### config.mk
export PLATFORM = sky130hd
export DESIGN_NAME = aamc_ctrl
export DESIGN_NICKNAME = d
export VERILOG_FILES = /design/src/aamc_ctrl.v /design/src/aamc_result_mem.v
export VERILOG_INCLUDE_DIRS = /design/src
export SDC_FILE = /design/constraint.sdc
export NUM_CORES = 1
export LEC_CHECK = 0
export ABC_AREA = 0
export BUFFER_PORTS_ARGS = -buffer_cell sky130_fd_sc_hd__buf_4
export CELL_PAD_IN_SITES_DETAIL_PLACEMENT = 1
export CELL_PAD_IN_SITES_GLOBAL_PLACEMENT = 2
export CORE_UTILIZATION = 41
export DETAILED_ROUTE_END_ITERATION = 7
export HOLD_SLACK_MARGIN = 0.02
export PLACE_DENSITY = 0.81
export SETUP_SLACK_MARGIN = 0.05
export SLEW_MARGIN = 20
export SYNTH_ARGS = -nofsm -noshare
export SYNTH_HDL_FRONTEND = slang
export SYNTH_SLANG_ARGS = --single-unit
### constraint.sdc
create_clock -name CLK_I -period 5.31 [get_ports CLK_I]
set_clock_uncertainty 0.05 [all_clocks]
set_input_delay 0.531 -clock CLK_I [delete_from_list [all_inputs] [get_ports CLK_I]]
set_output_delay 0.531 -clock CLK_I [all_outputs]
set_load 0.02 [all_outputs]
### src/aamc_map.vh
`ifndef AAMC_MAP_VH
`define AAMC_MAP_VH
// Register addresses on the special-function register port
`define AAMC_ADDR_TEMP_RESULT    8'hd7
`define AAMC_ADDR_CONV_START     8'hd8
`define AAMC_ADDR_BATT_RESULT    8'hdf
`define AAMC_ADDR_SUPPLY_RESULT  8'hef
`define AAMC_ADDR_DELTA_CFG      8'hf3
`define AAMC_ADDR_PERIOD_CFG     8'hf9
`define AAMC_ADDR_BATT_THRESH    8'hfa
// Field positions
`define AAMC_PER_RSVD_HI         7
`define AAMC_PER_RSVD_LO         6
`define AAMC_PER_SUP_HI          5
`define AAMC_PER_SUP_LO          4
`define AAMC_PER_BAT_HI          3
`define AAMC_PER_BAT_LO          2
`define AAMC_PER_TMP_HI          1
`define AAMC_PER_TMP_LO          0
`define AAMC_DLT_TMP_HI          5
`define AAMC_DLT_TMP_LO          3
`define AAMC_DLT_SUP_HI          2
`define AAMC_DLT_SUP_LO          0
`define AAMC_GO_PLL_ACK          7
`define AAMC_GO_SUP              2
`define AAMC_GO_TMP              1
`define AAMC_GO_BAT              0
// Reset values
`define AAMC_RST_PERIOD_CFG      8'h00
`define AAMC_RST_DELTA_CFG       8'h00
`define AAMC_RST_CONV_START      8'h00
`define AAMC_RST_BATT_THRESH     8'h00
`define AAMC_RST_RESULT          8'h00
// Delta codes
`define AAMC_DELTA_NEVER         3'h0
`define AAMC_DELTA_ALWAYS        3'h7
// Timing: 1 minute tick at 10 MHz
`define AAMC_MINUTE_S            60
`define AAMC_CLK_HZ              10000000
`define AAMC_MINUTE_CYCLES       (`AAMC_MINUTE_S * `AAMC_CLK_HZ)
`endif

### src/aamc_ctrl.v
`timescale 1ns/1ns
`include "aamc_map.vh"
module aamc_ctrl #(
  parameter [31:0] MINUTE_CYCLES = `AAMC_MINUTE_CYCLES
) (
  input  wire       CLK_I,
  input  wire       RST_B_I,
  input  wire [7:0] SFR_ADDR_I,
  input  wire       SFR_WR_I,
  input  wire       SFR_RD_I,
  input  wire [7:0] SFR_WDATA_I,
  input  wire       BATTERY_ACTIVE_MODE_I,
  input  wire       SLEEP_CORE_OFF_MODE_I,
  input  wire       PLL_LOCK_LOSS_RESET_I,
  input  wire       CONV_ACCEPT_I,
  input  wire       CONV_DONE_I,
  input  wire [7:0] CONV_RESULT_I,
  output reg  [7:0] SFR_RDATA_O,
  output reg        CONV_REQ_O,
  output reg  [1:0] CONV_CHAN_O,
  output reg        TEMP_IRQ_O,
  output reg        SUPPLY_IRQ_O,
  output reg        BATT_IRQ_O,
  output reg        LOW_BATTERY_FLAG_O,
  output reg        PLL_FAULT_INDICATION_O
);
  localparam [1:0] CH_BAT = 2'h0;
  localparam [1:0] CH_TMP = 2'h1;
  localparam [1:0] CH_SUP = 2'h2;
  localparam [1:0] ST_IDLE = 2'h0;
  localparam [1:0] ST_REQ  = 2'h1;
  localparam [1:0] ST_WAIT = 2'h2;

  ////////////////////////////////////////////////////////////////////////////
  // Helpers
  // Minutes between strobes; 0 means off
  function [4:0] period_min;
    input [1:0] code;
    input       is_bat;
    begin
      case (code)
        2'h1:    period_min = is_bat ? 5'd16 : 5'd8;
        2'h2:    period_min = is_bat ? 5'd4 : 5'd2;
        2'h3:    period_min = 5'd1;
        default: period_min = 5'd0;
      endcase
    end
  endfunction

  // Change test against last interrupting value
  function delta_hit;
    input [2:0] code;
    input [7:0] new_v;
    input [7:0] old_v;
    reg   [7:0] diff;
    begin
      diff = (new_v > old_v) ? (new_v - old_v) : (old_v - new_v);
      if (code == `AAMC_DELTA_NEVER)
        delta_hit = 1'b0;
      else if (code == `AAMC_DELTA_ALWAYS)
        delta_hit = 1'b1;
      else
        delta_hit = (diff > {5'h00, code});
    end
  endfunction

  ////////////////////////////////////////////////////////////////////////////
  // Registers
  reg  [7:0]  period_cfg_ff;
  reg  [7:0]  delta_cfg_ff;
  reg  [7:0]  batt_thresh_ff;
  reg  [2:0]  single_req_ff;
  reg  [2:0]  bg_pend_ff;
  reg  [31:0] minute_cnt_ff;
  reg  [4:0]  min_cnt_ff [0:2];
  reg  [1:0]  state_ff;
  reg  [1:0]  cur_chan_ff;
  reg         cur_single_ff;
  reg  [7:0]  tmp_shadow_ff;
  reg  [7:0]  sup_shadow_ff;
  reg  [7:0]  bat_shadow_ff;
  // Last interrupting value of the channel in flight
  wire [7:0]  mem_rdata;
  wire        minute_tick = (minute_cnt_ff == MINUTE_CYCLES - 32'd1);
  // Battery-active mode stops scheduling unless sleep-core-off mode is also set
  wire        bg_allowed  = !BATTERY_ACTIVE_MODE_I || SLEEP_CORE_OFF_MODE_I;
  wire        wr_start    = SFR_WR_I && SFR_ADDR_I == `AAMC_ADDR_CONV_START;
  wire [2:0]  req_all     = single_req_ff | bg_pend_ff;
  reg  [2:0]  strobe;
  reg  [1:0]  pick;
  reg         any_req;
  reg         done_irq;
  reg  [1:0]  wr_idx;
  integer     i;

  ////////////////////////////////////////////////////////////////////////////
  // Strobe generation per channel
  always @* begin
    strobe = 3'h0;
    if (minute_tick && bg_allowed) begin
      strobe[CH_BAT] = period_min(period_cfg_ff[`AAMC_PER_BAT_HI:`AAMC_PER_BAT_LO], 1'b1) != 5'd0 &&
                       min_cnt_ff[CH_BAT] >= period_min(period_cfg_ff[3:2], 1'b1) - 5'd1;
      strobe[CH_TMP] = period_min(period_cfg_ff[`AAMC_PER_TMP_HI:`AAMC_PER_TMP_LO], 1'b0) != 5'd0 &&
                       min_cnt_ff[CH_TMP] >= period_min(period_cfg_ff[1:0], 1'b0) - 5'd1;
      strobe[CH_SUP] = period_min(period_cfg_ff[`AAMC_PER_SUP_HI:`AAMC_PER_SUP_LO], 1'b0) != 5'd0 &&
                       min_cnt_ff[CH_SUP] >= period_min(period_cfg_ff[5:4], 1'b0) - 5'd1;
    end
  end

  // Fixed priority: temperature, battery, supply
  always @* begin
    any_req = |req_all;
    if (req_all[CH_TMP])
      pick = CH_TMP;
    else if (req_all[CH_BAT])
      pick = CH_BAT;
    else
      pick = CH_SUP;
  end

  // Completion decision and result routing
  always @* begin
    done_irq = 1'b0;
    wr_idx   = 2'h3;
    if (state_ff == ST_WAIT && CONV_DONE_I) begin
      case (cur_chan_ff)
        CH_TMP: begin
          done_irq = cur_single_ff ||
                     delta_hit(delta_cfg_ff[`AAMC_DLT_TMP_HI:`AAMC_DLT_TMP_LO], CONV_RESULT_I, mem_rdata);
          wr_idx   = done_irq ? CH_TMP : 2'h3;
        end
        CH_SUP: begin
          done_irq = cur_single_ff ||
                     delta_hit(delta_cfg_ff[`AAMC_DLT_SUP_HI:`AAMC_DLT_SUP_LO], CONV_RESULT_I, mem_rdata);
          wr_idx   = done_irq ? CH_SUP : 2'h3;
        end
        CH_BAT: begin
          done_irq = 1'b1;
          wr_idx   = CH_BAT;
        end
        default: begin
          done_irq = 1'b0;
          wr_idx   = 2'h3;
        end
      endcase
    end
  end

  aamc_result_mem u_mem (
    .clk_i     (CLK_I),
    .rst_b_i   (RST_B_I),
    .wr_en_i   (wr_idx != 2'h3),
    .wr_idx_i  (wr_idx),
    .wr_data_i (CONV_RESULT_I),
    // Channel is fixed from request on, so read data settle before done
    .rd_idx_i  (cur_chan_ff),
    .rd_data_o (mem_rdata)
  );

  ////////////////////////////////////////////////////////////////////////////
  // Sequential logic
  always @(posedge CLK_I or negedge RST_B_I) begin
    if (!RST_B_I) begin
      period_cfg_ff          <= `AAMC_RST_PERIOD_CFG;
      delta_cfg_ff           <= `AAMC_RST_DELTA_CFG;
      batt_thresh_ff         <= `AAMC_RST_BATT_THRESH;
      single_req_ff          <= 3'h0;
      bg_pend_ff             <= 3'h0;
      minute_cnt_ff          <= 32'h0;
      for (i = 0; i < 3; i = i + 1) begin
        min_cnt_ff[i] <= 5'h00;
      end
      state_ff               <= ST_IDLE;
      cur_chan_ff            <= CH_BAT;
      cur_single_ff          <= 1'b0;
      tmp_shadow_ff          <= 8'h00;
      sup_shadow_ff          <= 8'h00;
      bat_shadow_ff          <= 8'h00;
      SFR_RDATA_O            <= 8'h00;
      CONV_REQ_O             <= 1'b0;
      CONV_CHAN_O            <= 2'h0;
      TEMP_IRQ_O             <= 1'b0;
      SUPPLY_IRQ_O           <= 1'b0;
      BATT_IRQ_O             <= 1'b0;
      LOW_BATTERY_FLAG_O     <= 1'b0;
      PLL_FAULT_INDICATION_O <= 1'b0;
    end else begin
      // Minute base and per-channel minute counters
      minute_cnt_ff <= minute_tick ? 32'h0 : minute_cnt_ff + 32'd1;
      for (i = 0; i < 3; i = i + 1) begin
        if (strobe[i])
          min_cnt_ff[i] <= 5'h00;
        else if (minute_tick && min_cnt_ff[i] != 5'h1f)
          min_cnt_ff[i] <= min_cnt_ff[i] + 5'd1; // Saturates: a wrap would skip a strobe
      end

      // Config writes; bits are stored as written except delta bits 7:6, which store as zero
      if (SFR_WR_I) begin
        case (SFR_ADDR_I)
          `AAMC_ADDR_PERIOD_CFG:  period_cfg_ff  <= SFR_WDATA_I;
          `AAMC_ADDR_DELTA_CFG:   delta_cfg_ff   <= {2'h0, SFR_WDATA_I[5:0]};
          `AAMC_ADDR_BATT_THRESH: batt_thresh_ff <= SFR_WDATA_I;
          default: ;
        endcase
      end

      // Start bits: written ones set, acceptance clears; set beats clear
      for (i = 0; i < 3; i = i + 1) begin
        if (wr_start && SFR_WDATA_I[i])
          single_req_ff[i] <= 1'b1;
        else if (state_ff == ST_REQ && CONV_ACCEPT_I && cur_single_ff && cur_chan_ff == i[1:0])
          single_req_ff[i] <= 1'b0;
        if (strobe[i])
          bg_pend_ff[i] <= 1'b1;
        else if (state_ff == ST_REQ && CONV_ACCEPT_I && !cur_single_ff && cur_chan_ff == i[1:0])
          bg_pend_ff[i] <= 1'b0;
      end

      // Fault: lock-loss set wins over acknowledge
      if (PLL_LOCK_LOSS_RESET_I)
        PLL_FAULT_INDICATION_O <= 1'b1;
      else if (wr_start && SFR_WDATA_I[`AAMC_GO_PLL_ACK])
        PLL_FAULT_INDICATION_O <= 1'b0;

      // Converter sequencer, one at a time
      TEMP_IRQ_O   <= 1'b0;
      SUPPLY_IRQ_O <= 1'b0;
      BATT_IRQ_O   <= 1'b0;
      case (state_ff)
        ST_IDLE: begin
          if (any_req) begin
            cur_chan_ff   <= pick;
            cur_single_ff <= single_req_ff[pick];
            CONV_CHAN_O   <= pick;
            CONV_REQ_O    <= 1'b1;
            state_ff      <= ST_REQ;
          end
        end
        ST_REQ: begin
          if (CONV_ACCEPT_I) begin
            CONV_REQ_O <= 1'b0;
            state_ff   <= ST_WAIT;
          end
        end
        ST_WAIT: begin
          if (CONV_DONE_I) begin
            state_ff <= ST_IDLE;
            case (cur_chan_ff)
              CH_TMP: begin
                TEMP_IRQ_O <= done_irq;
                if (done_irq) begin
                  tmp_shadow_ff <= CONV_RESULT_I;
                end
              end
              CH_SUP: begin
                SUPPLY_IRQ_O <= done_irq;
                if (done_irq) begin
                  sup_shadow_ff <= CONV_RESULT_I;
                end
              end
              default: begin
                bat_shadow_ff <= CONV_RESULT_I;
                BATT_IRQ_O    <= CONV_RESULT_I < batt_thresh_ff;
                if (CONV_RESULT_I < batt_thresh_ff)
                  LOW_BATTERY_FLAG_O <= 1'b1;
              end
            endcase
          end
        end
        default: state_ff <= ST_IDLE;
      endcase

      // Flag is owned by the flag register; clear on any threshold write unless a result completes that cycle
      if (SFR_WR_I && SFR_ADDR_I == `AAMC_ADDR_BATT_THRESH && !(state_ff == ST_WAIT && CONV_DONE_I))
        LOW_BATTERY_FLAG_O <= 1'b0;

      // Read path, one-cycle latency; data hold between read strobes
      if (SFR_RD_I) begin
        case (SFR_ADDR_I)
          `AAMC_ADDR_PERIOD_CFG:  SFR_RDATA_O <= period_cfg_ff;
          `AAMC_ADDR_DELTA_CFG:   SFR_RDATA_O <= delta_cfg_ff;
          `AAMC_ADDR_BATT_THRESH: SFR_RDATA_O <= batt_thresh_ff;
          `AAMC_ADDR_CONV_START:  SFR_RDATA_O <= {5'h00, single_req_ff};
          `AAMC_ADDR_TEMP_RESULT: SFR_RDATA_O <= tmp_shadow_ff;
          `AAMC_ADDR_BATT_RESULT: SFR_RDATA_O <= bat_shadow_ff;
          `AAMC_ADDR_SUPPLY_RESULT: SFR_RDATA_O <= sup_shadow_ff;
          default:                SFR_RDATA_O <= 8'h00;
        endcase
      end
    end
  end
endmodule // aamc_ctrl

### src/aamc_result_mem.v
`timescale 1ns/1ns
// Holds the three 8-bit conversion results; read data registered.
module aamc_result_mem (
  input  wire       clk_i,
  input  wire       rst_b_i,
  input  wire       wr_en_i,
  input  wire [1:0] wr_idx_i,
  input  wire [7:0] wr_data_i,
  input  wire [1:0] rd_idx_i,
  output reg  [7:0] rd_data_o
);
  reg [7:0] mem_ff [0:2];
  integer   k;

  always @(posedge clk_i or negedge rst_b_i) begin
    if (!rst_b_i) begin
      for (k = 0; k < 3; k = k + 1) begin
        mem_ff[k] <= 8'h00;
      end
      rd_data_o <= 8'h00;
    end else begin
      if (wr_en_i && wr_idx_i != 2'h3) begin
        mem_ff[wr_idx_i] <= wr_data_i;
      end
      rd_data_o <= (rd_idx_i == 2'h3) ? 8'h00 : mem_ff[rd_idx_i];
    end
  end
endmodule // aamc_result_mem

==> flow_summary.ini, run 1 <==
[run_status]
outcome = complete, no violations

[logic_synthesis]
synth_top_area_cell = dfrtp_1
share_of_yosys_cell_area_claimed_by_the_top_area_cell_type = 0.457
synth_mux_area_frac = 0.120
netlist_area_mm2 = 0.00822
netlist-cell-type-count = 58
ys_ff_latch = 150
yosys-top-cells-area = dfrtp_1 (46%), ha_1 (8.7%), mux2_2 (8.6%)
yosys_warnings = 0
synth-compound-area-share = 0.103
syn-mean-instance-area_um2 = 10.6
ys_seq_area_frac = 0.457
synth-adder-area-share = 0.0916
dominantRegCellSynth = dfrtp_1
largest_family_of_logic_cells_by_synthesized_area = simple AND/OR/NAND/NOR gates
count_of_mapped_cells_out_of_synthesis = 776
synthArstFlopShare = 1.00
synth_simple_gate_area_frac = 0.146
post_synth_xor_area_fraction = 0.0458
synth_edf_count = 0
synth_nets = 868

[route]
via_per_inst = 5.52
initialDrtViolationCount = 278
number_of_vias_in_the_routed_layout = 6124
drtAntennaViolNets = 0
postRouteWirelength_um = 21000
detail_route.drc_violations = 0
wire_per_inst_um = 18.9
firstDrtPassIters = 6

[grt]
grt_util_all_layers = 0.219
grt_antenna_before_repair = 0
via_count_of_the_first_global_routing_pass = 6650
globalRouteOverflowTotal = 0
pin_count_of_the_biggest_net_entering_global_routing = 102
grt_pass1_wl_um = 34600

[clocking]
worst_setup_hold_path_clk_slew_ns = 0.06
worstSkewPairLatency_ns = 0.43
cts_tree = done
ctsLongestPathBuffers = 2
cts_inserted_buffers = 17
cts_hold_buffers = 0
clock_sink_count = 150
cts_setup_buffers = 0
cts_repair_resize_count = 0
htree_num_levels = 4
library_cell_used_as_clock_root_buffer = clkbuf_16

[layout]
final_layout_size_suffix_gt1_frac = 0.207
nets = 923
area_growth_pct = 15.7
most-common-layout-cells = dfrtp_1 (150), nor2_1 (68), mux2_2 (63), inv_1 (57), ha_1 (57)
postLayoutCoreUtil = 0.487
sequential_cell_area_mm2 = 0.00375
layout_commonest_cell = dfrtp_1
n_antenna_cell = 0
multi_input_logic_area_mm2 = 0.00417
filler_cell_count = 2176

[floorplan]
ios = 49
row_count = 51
core_region_area_mm2 = 0.0195
dieWidth_um = 144
die-area_mm2 = 0.0206
starting_density_of_the_core = 0.421
chipHeight_um = 144

[timing]
layout_min_cycle_time_ns = 4.51
setup_viol_count_final = 0
timing.slew.headroom = 0.280
worst_slew_pin_slew_ns = 1.07
grt_setup_unrepaired = no
setup_tns_ns = 0
maxSlewViolCount = 0
fmaxAchievable_mhz = 222
hold_vio_cnt_final = 0
period_share = 0.849

[place]
placer_s_final_routability_congestion_estimate = 0.833
port_buf_inserts = 48
dp_hpwl_um = 15500

[critical_path]
cp_common_cell = ha_1
critical-path-slowest-cell = or4_1
worst_setup_path_start_kind = flop
worst-setup-path-type = reg -> reg
crit_path_end_kind = flop
arrival_ns = 4.77
crit_chain = ha_1, nand4_1, or2_2, o21ai_2, mux2_2, ha_1, nor2b_1, o21a_1, o21ai_0, nand3_1, inv_1, a41oi_2, or4_1, mux2_4
timing.critical_path.fanout_max = 12
cp.required_ns = 5.57
critical_path.max_stage_delay_ns = 0.79

[pwr]
power_density_mw_per_mm2 = 394
vdd_ir_drop_max_mv = 0.262
power_uw = 3740
leakagePower_uw = 0.00436

[worst_hold_path]
type_of_the_most_critical_hold_path = in -> async

[job]
number_of_max_capacitance_violations_reported = 0
-- synthesized netlist by cell type, drive strengths merged (3+ instances only) --
| master | instances |
|---|---|
| mux2i | 16 |
| a21o | 13 |
| nand3b | 5 |
| or4 | 3 |
| nor4b | 5 |
| dfrtp | 150 |
| nand4 | 20 |
| nor4 | 8 |
| o21a | 3 |
| o21ai | 19 |
| nor3 | 10 |
| nor3b | 3 |
| ha | 57 |
| xnor2 | 21 |
| a31oi | 3 |
| a32o | 4 |
| nand3 | 26 |
| nand2 | 43 |
| buf | 8 |
| o22ai | 8 |
| clkbuf | 11 |
| xor2 | 22 |
| or2 | 8 |
| a211oi | 4 |
| or3 | 3 |
| a222oi | 6 |
| a22oi | 12 |
| nand2b | 10 |
| and3 | 9 |
| nor2 | 68 |
| inv | 57 |
| a221oi | 5 |
| nor2b | 10 |
| mux2 | 71 |
| a21oi | 38 |
-- path summary, 6_finish.rpt --
| kind | from | end | slack [ns] | cells after the start |
|---|---|---|---|---|
| setup reg to reg | u_mem.rd_data_o[6] | u_mem.mem_ff[6] | 0.80 | 14 |
| max in group asynchronous | RST_B_I | minute_cnt_ff[9] | 3.79 | 2 |
| hold / removal | RST_B_I | u_mem.mem_ff[3] | 0.15 | 1 |
| min in group CLK_I | PLL_LOCK_LOSS_RESET_I | PLL_FAULT_INDICATION_O | 0.24 | 2 |
| setup / recovery | u_mem.rd_data_o[6] | u_mem.mem_ff[6] | 0.80 | 14 |
| hold reg to reg | minute_cnt_ff[31] | minute_cnt_ff[31] | 0.43 | 1 |
-- power by group --
group / switching (uW) / internal (uW) / leakage (uW)
Clock: 501 / 769 / 0.000293
Sequential: 189 / 1350 / 0.00194
Combinational: 496 / 440 / 0.00213
Total: 1190 / 2560 / 0.00436
-- layer usage --
| layer | vias up | track usage | share of wire | routed length, um |
|---|---|---|---|---|
| li1 | 2872 | - | - | - |
| met1 | 3144 | 0.273 | 0.44 | 9290 |
| met2 | 79 | 0.386 | 0.52 | 10900 |
| met3 | 29 | 0.0340 | 0.025 | 521 |
| met4 | 0 | 0.0728 | 0.016 | 332 |
| met5 | - | 0 | 0 | 0 |
-- per-stage QoR --
stage / setup slack [ns] / std cells / cell area, um^2 / hold slack (ns)
2_1_floorplan: 1.26 / 776 / 8220 / 0.185
3_3_place_gp: 0.611 / 1077 / 8880 / 0.414
3_5_place_dp: 0.509 / 1077 / 8880 / 0.412
4_1_cts: 0.832 / 1109 / 9500 / 0.212
5_1_grt: 0.554 / 1109 / 9510 / 0.226
6_report: 0.800 / 1109 / 9510 / 0.151
-- critical path: cells and delay by family (launching register included) --
family,cells,cell delay [ns]
AO/OA/AOI/OAI,4,0.62
adder cells (fa/ha/maj),2,0.81
buffers and inverters,1,0.10
flip-flops,1,0.38
multiplexers,2,0.78
AND/OR/NAND/NOR,5,1.65
-- kinds of logic after synthesis --
group / count (synthesis)
simple gates: 236
flops: 150
compound gates: 125
mux: 87
buf+inv: 76
fa+ha+maj: 59
xor+xnor: 43
-- layout make-up --
class	count	area share
multi-input combinational	550	0.439
sequential	150	0.395
clock buffer	19	0.0476
timing repair buffer	55	0.0438
tap	265	0.0349
inverter	57	0.0225
clock inverter	13	0.0178
-- flip-flops by register name, summed over array words and instances (netlist names), 2 cells and up --
| register | count |
|---|---|
| bat_shadow_ff | 8 |
| period_cfg_ff | 8 |
| tmp_shadow_ff | 8 |
| u_mem.rd_data_o | 8 |
| minute_cnt_ff | 32 |
| state_ff | 2 |
| u_mem.mem_ff | 24 |
| delta_cfg_ff | 6 |
| single_req_ff | 3 |
| sup_shadow_ff | 8 |
| bg_pend_ff | 3 |
| min_cnt_ff | 15 |
| SFR_RDATA_O | 8 |
| cur_chan_ff | 2 |
| batt_thresh_ff | 8 |
No activity file was read; power rests on OpenSTA's default activity.
==> run 2, diff against run 1 <==
CORE_UTILIZATION = 37   (was 41)
PLACE_DENSITY = 0.77   (was 0.81)
clock period = 3.95 ns   (was 5.31 ns; I/O delays follow)
==> run 2 against run 1 <==
  * Worst setup slack got worse by 0.65 ns
  * Critical endpoint is now u_mem.mem_ff[4]
  * Final area up 4.8%
  * Critical path type unchanged
  * First-iteration DRC count is 14% lower
  * Clock-buffer cell count shrank 2
  * Sequential power increased by 31%
  * Total power grew 37%
  * Sequential share of layout area is 1.8 points lower
==> flow_summary.ini, run 2 (same netlist as run 1, synthesis figures left out) <==
[critical_path]
crit_chain = ha_2, inv_2, fa_2, nand3_2, a21oi_2, o21ai_2, buf_6, mux2i_4, xnor2_2, ha_1, o21a_1, o21ai_2, nand2_2, nor3_2, a31o_2, or4_4, buf_8, mux2_4
crit_cells = 18
path_buf_inv = 3
crit_path_end_kind = flop
crit-reg2reg-launch = u_mem.rd_data_o[0]
cp_common_cell = o21ai_2
timing.critical_path.max_delay_family = adder cells
critical-path-slowest-cell = or4_4
timing.critical_path.fanout_max = 8
arrival_ns = 4.06
worstRegToRegCells = 18
worstSetupStartpoint = u_mem.rd_data_o[0]
rrSetupSlack_ns = 0.15
crit-reg2reg-capture = u_mem.mem_ff[4]
critical_path.max_stage_delay_ns = 0.50
worst_setup_path_start_kind = flop
crit_end = u_mem.mem_ff[4]
cp.required_ns = 4.21
worst-setup-path-type = reg -> reg

[grt]
globalRouteOverflowTotal = 0
via_count_of_the_first_global_routing_pass = 6792
pin_count_of_the_biggest_net_entering_global_routing = 87
grt_antenna_before_repair = 0
grt_pass1_wl_um = 35700
grt_util_all_layers = 0.204

[timing]
timing.slew.headroom = 0.376
grt_setup_unrepaired = yes
maxSlewViolCount = 0
finalWorstSetupSlack_ns = 0.146
setup_tns_ns = 0
fmaxAchievable_mhz = 263
layout_min_cycle_time_ns = 3.80
setup_viol_count_final = 0
hold_vio_cnt_final = 0
worst_slew_pin_slew_ns = 0.934
period_share = 0.963

[place]
placer_s_final_routability_congestion_estimate = 0.884
dp_hpwl_um = 16000
port_buf_inserts = 48
post_dp_cell_area_mm2 = 0.00926
place_worst_setup_slack_ns = -0.228

[layout]
n_antenna_cell = 0
largest_registers = minute_cnt_ff: 32 flops, u_mem.mem_ff: 24 flops, min_cnt_ff: 15 flops
filler_cell_count = 2363
sequential_cell_area_mm2 = 0.00375
multi_input_logic_area_mm2 = 0.00426
most-common-layout-cells = dfrtp_1 (150), buf_4 (94), nor2_1 (68), mux2_2 (62), inv_1 (55)
top_register = minute_cnt_ff
final_layout_size_suffix_gt1_frac = 0.267
finalInstanceArea_mm2 = 0.00997
area_growth_pct = 21.3
nets = 969
largest_register_ffs = 32
layout_commonest_cell = dfrtp_1

[route]
initialDrtViolationCount = 239
via_per_inst = 5.32
firstDrtPassIters = 4
detail_route.drc_violations = 0
wire_per_inst_um = 18.5
number_of_vias_in_the_routed_layout = 6228
postRouteWirelength_um = 21700
drtAntennaViolNets = 0

[job]
number_of_max_capacitance_violations_reported = 0

[floorplan]
starting_density_of_the_core = 0.377
dieWidth_um = 151
core_region_area_mm2 = 0.0218
chipHeight_um = 151
row_count = 54
ios = 49
die-area_mm2 = 0.0228

[clocking]
worstSkewPairLatency_ns = 0.43
htree_num_levels = 4
clock_sink_count = 150
library_cell_used_as_clock_root_buffer = clkbuf_16
ctsLongestPathBuffers = 2
worst_setup_hold_path_clk_slew_ns = 0.06
cts_tree = done
cts_inserted_buffers = 17

[pwr]
leakagePower_uw = 0.00459
vdd_ir_drop_max_mv = 0.316
power_density_mw_per_mm2 = 515

[run_status]
outcome = complete, no violations

[worst_hold_path]
type_of_the_most_critical_hold_path = in -> reg
==> run 2: power breakdown <==
group,internal (uW),switching [uW],leakage [uW]
clock network,883,720,0.000267
registers,1810,207,0.00194
logic,735,776,0.00238
total,3430,1700,0.00459
==> run 2: stage by stage <==
stage	std cells	hold slack, ns	power (uW)	util
2_1_floorplan	776	0.0494	2930	-
3_3_place_gp	1135	0.410	3370	0.424
3_5_place_dp	1135	0.416	3460	0.424
4_1_cts	1168	0.0814	5090	0.452
5_1_grt	1170	0.0769	5430	0.457
6_report	1170	0.0998	5130	0.457
==> run 2: what timing repair did <==
| item | in CTS | in global routing |
|---|---|---|
| endpoints found under the setup margin | 8 | 41 |
| endpoints found under the hold margin | 30 | 0 |
| gates cloned | 0 | 0 |
| pin swaps | 3 | 9 |
| gates resized for setup | 3 | 22 |
| setup buffers | 0 | 2 |
| hold buffers | 1 | 0 |
==> run 2: cell type report <==
| class | count | share of cell area |
|---|---|---|
| clock buffers | 17 | 0.0427 |
| clock inverters | 15 | 0.0148 |
| inverters | 57 | 0.0215 |
| multi-input cells | 550 | 0.428 |
| flip-flops and latches | 150 | 0.377 |
| well taps | 280 | 0.0351 |
| repair buffers | 101 | 0.0816 |
==> run 2: worst min-delay path by stage <==
| stage | from | endpoint | cells past startpoint |
|---|---|---|---|
| after detailed placement | PLL_FAULT_INDICATION_O | PLL_FAULT_INDICATION_O | 1 |
| after global placement | PLL_FAULT_INDICATION_O | PLL_FAULT_INDICATION_O | 1 |
| final | PLL_LOCK_LOSS_RESET_I | PLL_FAULT_INDICATION_O | 2 |
| after floorplan | RST_B_I | BATT_IRQ_O | 0 |
| after global routing | PLL_LOCK_LOSS_RESET_I | PLL_FAULT_INDICATION_O | 2 |
| after CTS | PLL_LOCK_LOSS_RESET_I | PLL_FAULT_INDICATION_O | 2 |
==> run 2: layer usage <==
| metal | vias to the layer above | global-route usage | wire, um |
|---|---|---|---|
| met2 | 79 | 0.340 | 10700 |
| li1 | 2990 | - | - |
| met5 | - | 0 | 0 |
| met4 | 0 | 0.0660 | 357 |
| met1 | 3140 | 0.266 | 10100 |
| met3 | 19 | 0.0383 | 585 |
==> run 3, diff against run 2 <==
GPL_TIMING_DRIVEN = 0   (was not set)
==> run 3 against run 2 <==
  * Clock-buffer cell count stayed put
  * First-iteration DRC count is 8.8% lower
  * Worst setup slack worse by 0.11 ns
  * Flip-flop and latch count stayed put
  * Largest cell class unchanged
  * Global-route usage is 0.50 points lower
  * Non-clock buffer count is 26 lower
  * Critical path depth is 1 lower
  * Final area is 0.84% lower
  * Critical path type unchanged
==> flow_summary.ini, run 3 (same netlist as run 1, synthesis figures left out) <==
[grt]
grt_util_all_layers = 0.199
grt_antenna_before_repair = 0
grt_pass1_wl_um = 34600
globalRouteOverflowTotal = 0
pin_count_of_the_biggest_net_entering_global_routing = 98
via_count_of_the_first_global_routing_pass = 6503

[critical_path]
arrival_ns = 4.17
worstRegToRegCells = 17
cp.required_ns = 4.21
crit_path_end_kind = flop
critical_path.max_stage_delay_ns = 0.54
crit-reg2reg-capture = u_mem.mem_ff[6]
worst-setup-path-type = reg -> reg
critical-path-slowest-cell = or4_4
timing.critical_path.fanout_max = 8
worst_setup_path_start_kind = flop
crit-reg2reg-launch = u_mem.rd_data_o[0]
crit_chain = ha_1, inv_1, fa_2, nand3_2, a21oi_4, o21ai_4, mux2i_2, xnor2_2, ha_1, o21a_1, o21ai_2, nand3_2, inv_2, a41oi_2, or4_4, buf_12, mux2_4
rrSetupSlack_ns = 0.04

[worst_hold_path]
min_from = PLL_LOCK_LOSS_RESET_I
min_to = PLL_FAULT_INDICATION_O
type_of_the_most_critical_hold_path = in -> reg
whs_path_depth = 2

[route]
number_of_vias_in_the_routed_layout = 6198
via_per_inst = 5.42
firstDrtPassIters = 6
drtAntennaViolNets = 0
postRouteWirelength_um = 21600
initialDrtViolationCount = 218
detail_route.drc_violations = 0
wire_per_inst_um = 18.9

[clocking]
library_cell_used_as_clock_root_buffer = clkbuf_16
cts_tree = done
worst_setup_hold_path_clk_slew_ns = 0.06
cts_inserted_buffers = 17
clock_sink_count = 150
ctsLongestPathBuffers = 2
htree_num_levels = 4
worstSkewPairLatency_ns = 0.43

[timing]
fmaxAchievable_mhz = 256
period_share = 0.991
timing.slew.headroom = 0.343
maxSlewViolCount = 0
grt_setup_unrepaired = yes
hold_vio_cnt_final = 0
setup_viol_count_final = 0
worst_slew_pin_slew_ns = 0.978
layout_min_cycle_time_ns = 3.91

[layout]
postLayoutCoreUtil = 0.453
filler_cell_count = 2386
most-common-layout-cells = dfrtp_1 (150), nor2_1 (68), mux2_2 (62), inv_1 (56), buf_4 (53)
largest_registers = minute_cnt_ff: 32 flops, u_mem.mem_ff: 24 flops, min_cnt_ff: 15 flops
largest_register_ffs = 32
n_antenna_cell = 0
nets = 943
area_growth_pct = 20.2
top_register = minute_cnt_ff
finalInstanceArea_mm2 = 0.00988
layout_commonest_cell = dfrtp_1
final_layout_size_suffix_gt1_frac = 0.243

[pwr]
power_density_mw_per_mm2 = 531
pwr-share-comb = 0.291
seq_power_share = 0.381
power.clock.fraction = 0.327
leakagePower_uw = 0.00446
switching_part_of_the_total_power = 0.328
total_switching_power_uw = 1720
vdd_ir_drop_max_mv = 0.292
internal-power_uw = 3530

[floorplan]
core_region_area_mm2 = 0.0218
dieWidth_um = 151
starting_density_of_the_core = 0.377
die-area_mm2 = 0.0228
ios = 49
row_count = 54
chipHeight_um = 151

[run_status]
outcome = complete, no violations

[place]
dp_hpwl_um = 15700
port_buf_inserts = 46
placer_s_final_routability_congestion_estimate = 0.776
post_dp_cell_area_mm2 = 0.00900

[job]
number_of_max_capacitance_violations_reported = 0
run 3: cell types whose count changed in the layout (fill, tap and decap cells not counted), sizes merged:
| cell | change |
|---|---|
| buf | -37 |
| clkbuf | +11 |
| bufinv | +2 |
| clkinvlp | -2 |
| clkinv | -1 |
| inv | +1 |
run 3: power by group through the flow:
stage / clock network [uW] / registers (uW) / logic [uW]
floorplan: 0 / 1980 / 954
global placement: 0 / 1990 / 1290
detailed placement: 0 / 2020 / 1370
CTS: 1760 / 2000 / 1450
global route: 1820 / 2040 / 1690
finish: 1720 / 2000 / 1530
run 3: stage by stage:
stage	power [uW]	std cells	hold WS [ns]	worst slack (ns)	setup TNS, ns
2_1_floorplan	2930	776	0.0494	0.0656	0
3_3_place_gp	3280	1102	0.409	-0.675	-18.79
3_5_place_dp	3390	1105	0.289	-0.851	-24.71
4_1_cts	5210	1143	0.0899	0.0506	0
5_1_grt	5540	1144	0.0880	-0.138	-1.30
6_report	5250	1144	0.104	0.0363	0
run 3: final cells by class:
cell class / count / area, um^2 / share of cell area
sequential: 150 / 3750 / 0.380
multi-input combinational: 550 / 4380 / 0.443
timing repair buffer: 58 / 473 / 0.0478
tap: 280 / 350 / 0.0354
clock inverter: 15 / 190 / 0.0192
buffer: 17 / 96.3 / 0.00975
inverter: 57 / 214 / 0.0216
clock buffer: 17 / 425 / 0.0430
run 3: timing repair:
action,in CTS,in global routing
resized for setup,18,21
gates cloned,0,0
pin swaps,10,13
setup endpoints to repair,42,40
endpoints found under the hold margin,53,0
buffers inserted,6,2
hold buffers,1,0
run 3: worst max path at each step:
stage / startpoint / to / depth (start not counted)
2_1_floorplan: CONV_RESULT_I[5] / u_mem.mem_ff[0] / 17
3_3_place_gp: CONV_RESULT_I[5] / sup_shadow_ff[6] / 17
3_5_place_dp: CONV_RESULT_I[5] / sup_shadow_ff[5] / 17
4_1_cts: u_mem.rd_data_o[5] / u_mem.mem_ff[6] / 16
5_1_grt: u_mem.rd_data_o[0] / u_mem.mem_ff[2] / 17
6_report: u_mem.rd_data_o[0] / u_mem.mem_ff[6] / 17
run 3: worst max-delay path, delay by kind of cell, from the launching register on:
| family | cells | cell delay (ns) |
|---|---|---|
| buffers and inverters | 3 | 0.32 |
| multiplexers | 2 | 0.62 |
| flip-flops | 1 | 0.35 |
| adder cells (fa/ha/maj) | 3 | 0.86 |
| XOR/XNOR | 1 | 0.14 |
| AO/OA/AOI/OAI | 5 | 0.70 |
| AND/OR/NAND/NOR | 3 | 0.76 |
run 3: metal layers:
| layer | vias to the layer above | GRT usage | wire, um |
|---|---|---|---|
| li1 | 2917 | - | - |
| met1 | 3183 | 0.256 | 9700 |
| met2 | 76 | 0.336 | 10800 |
| met3 | 22 | 0.0389 | 650 |
| met4 | 0 | 0.0620 | 412 |
| met5 | - | 0 | 0 |
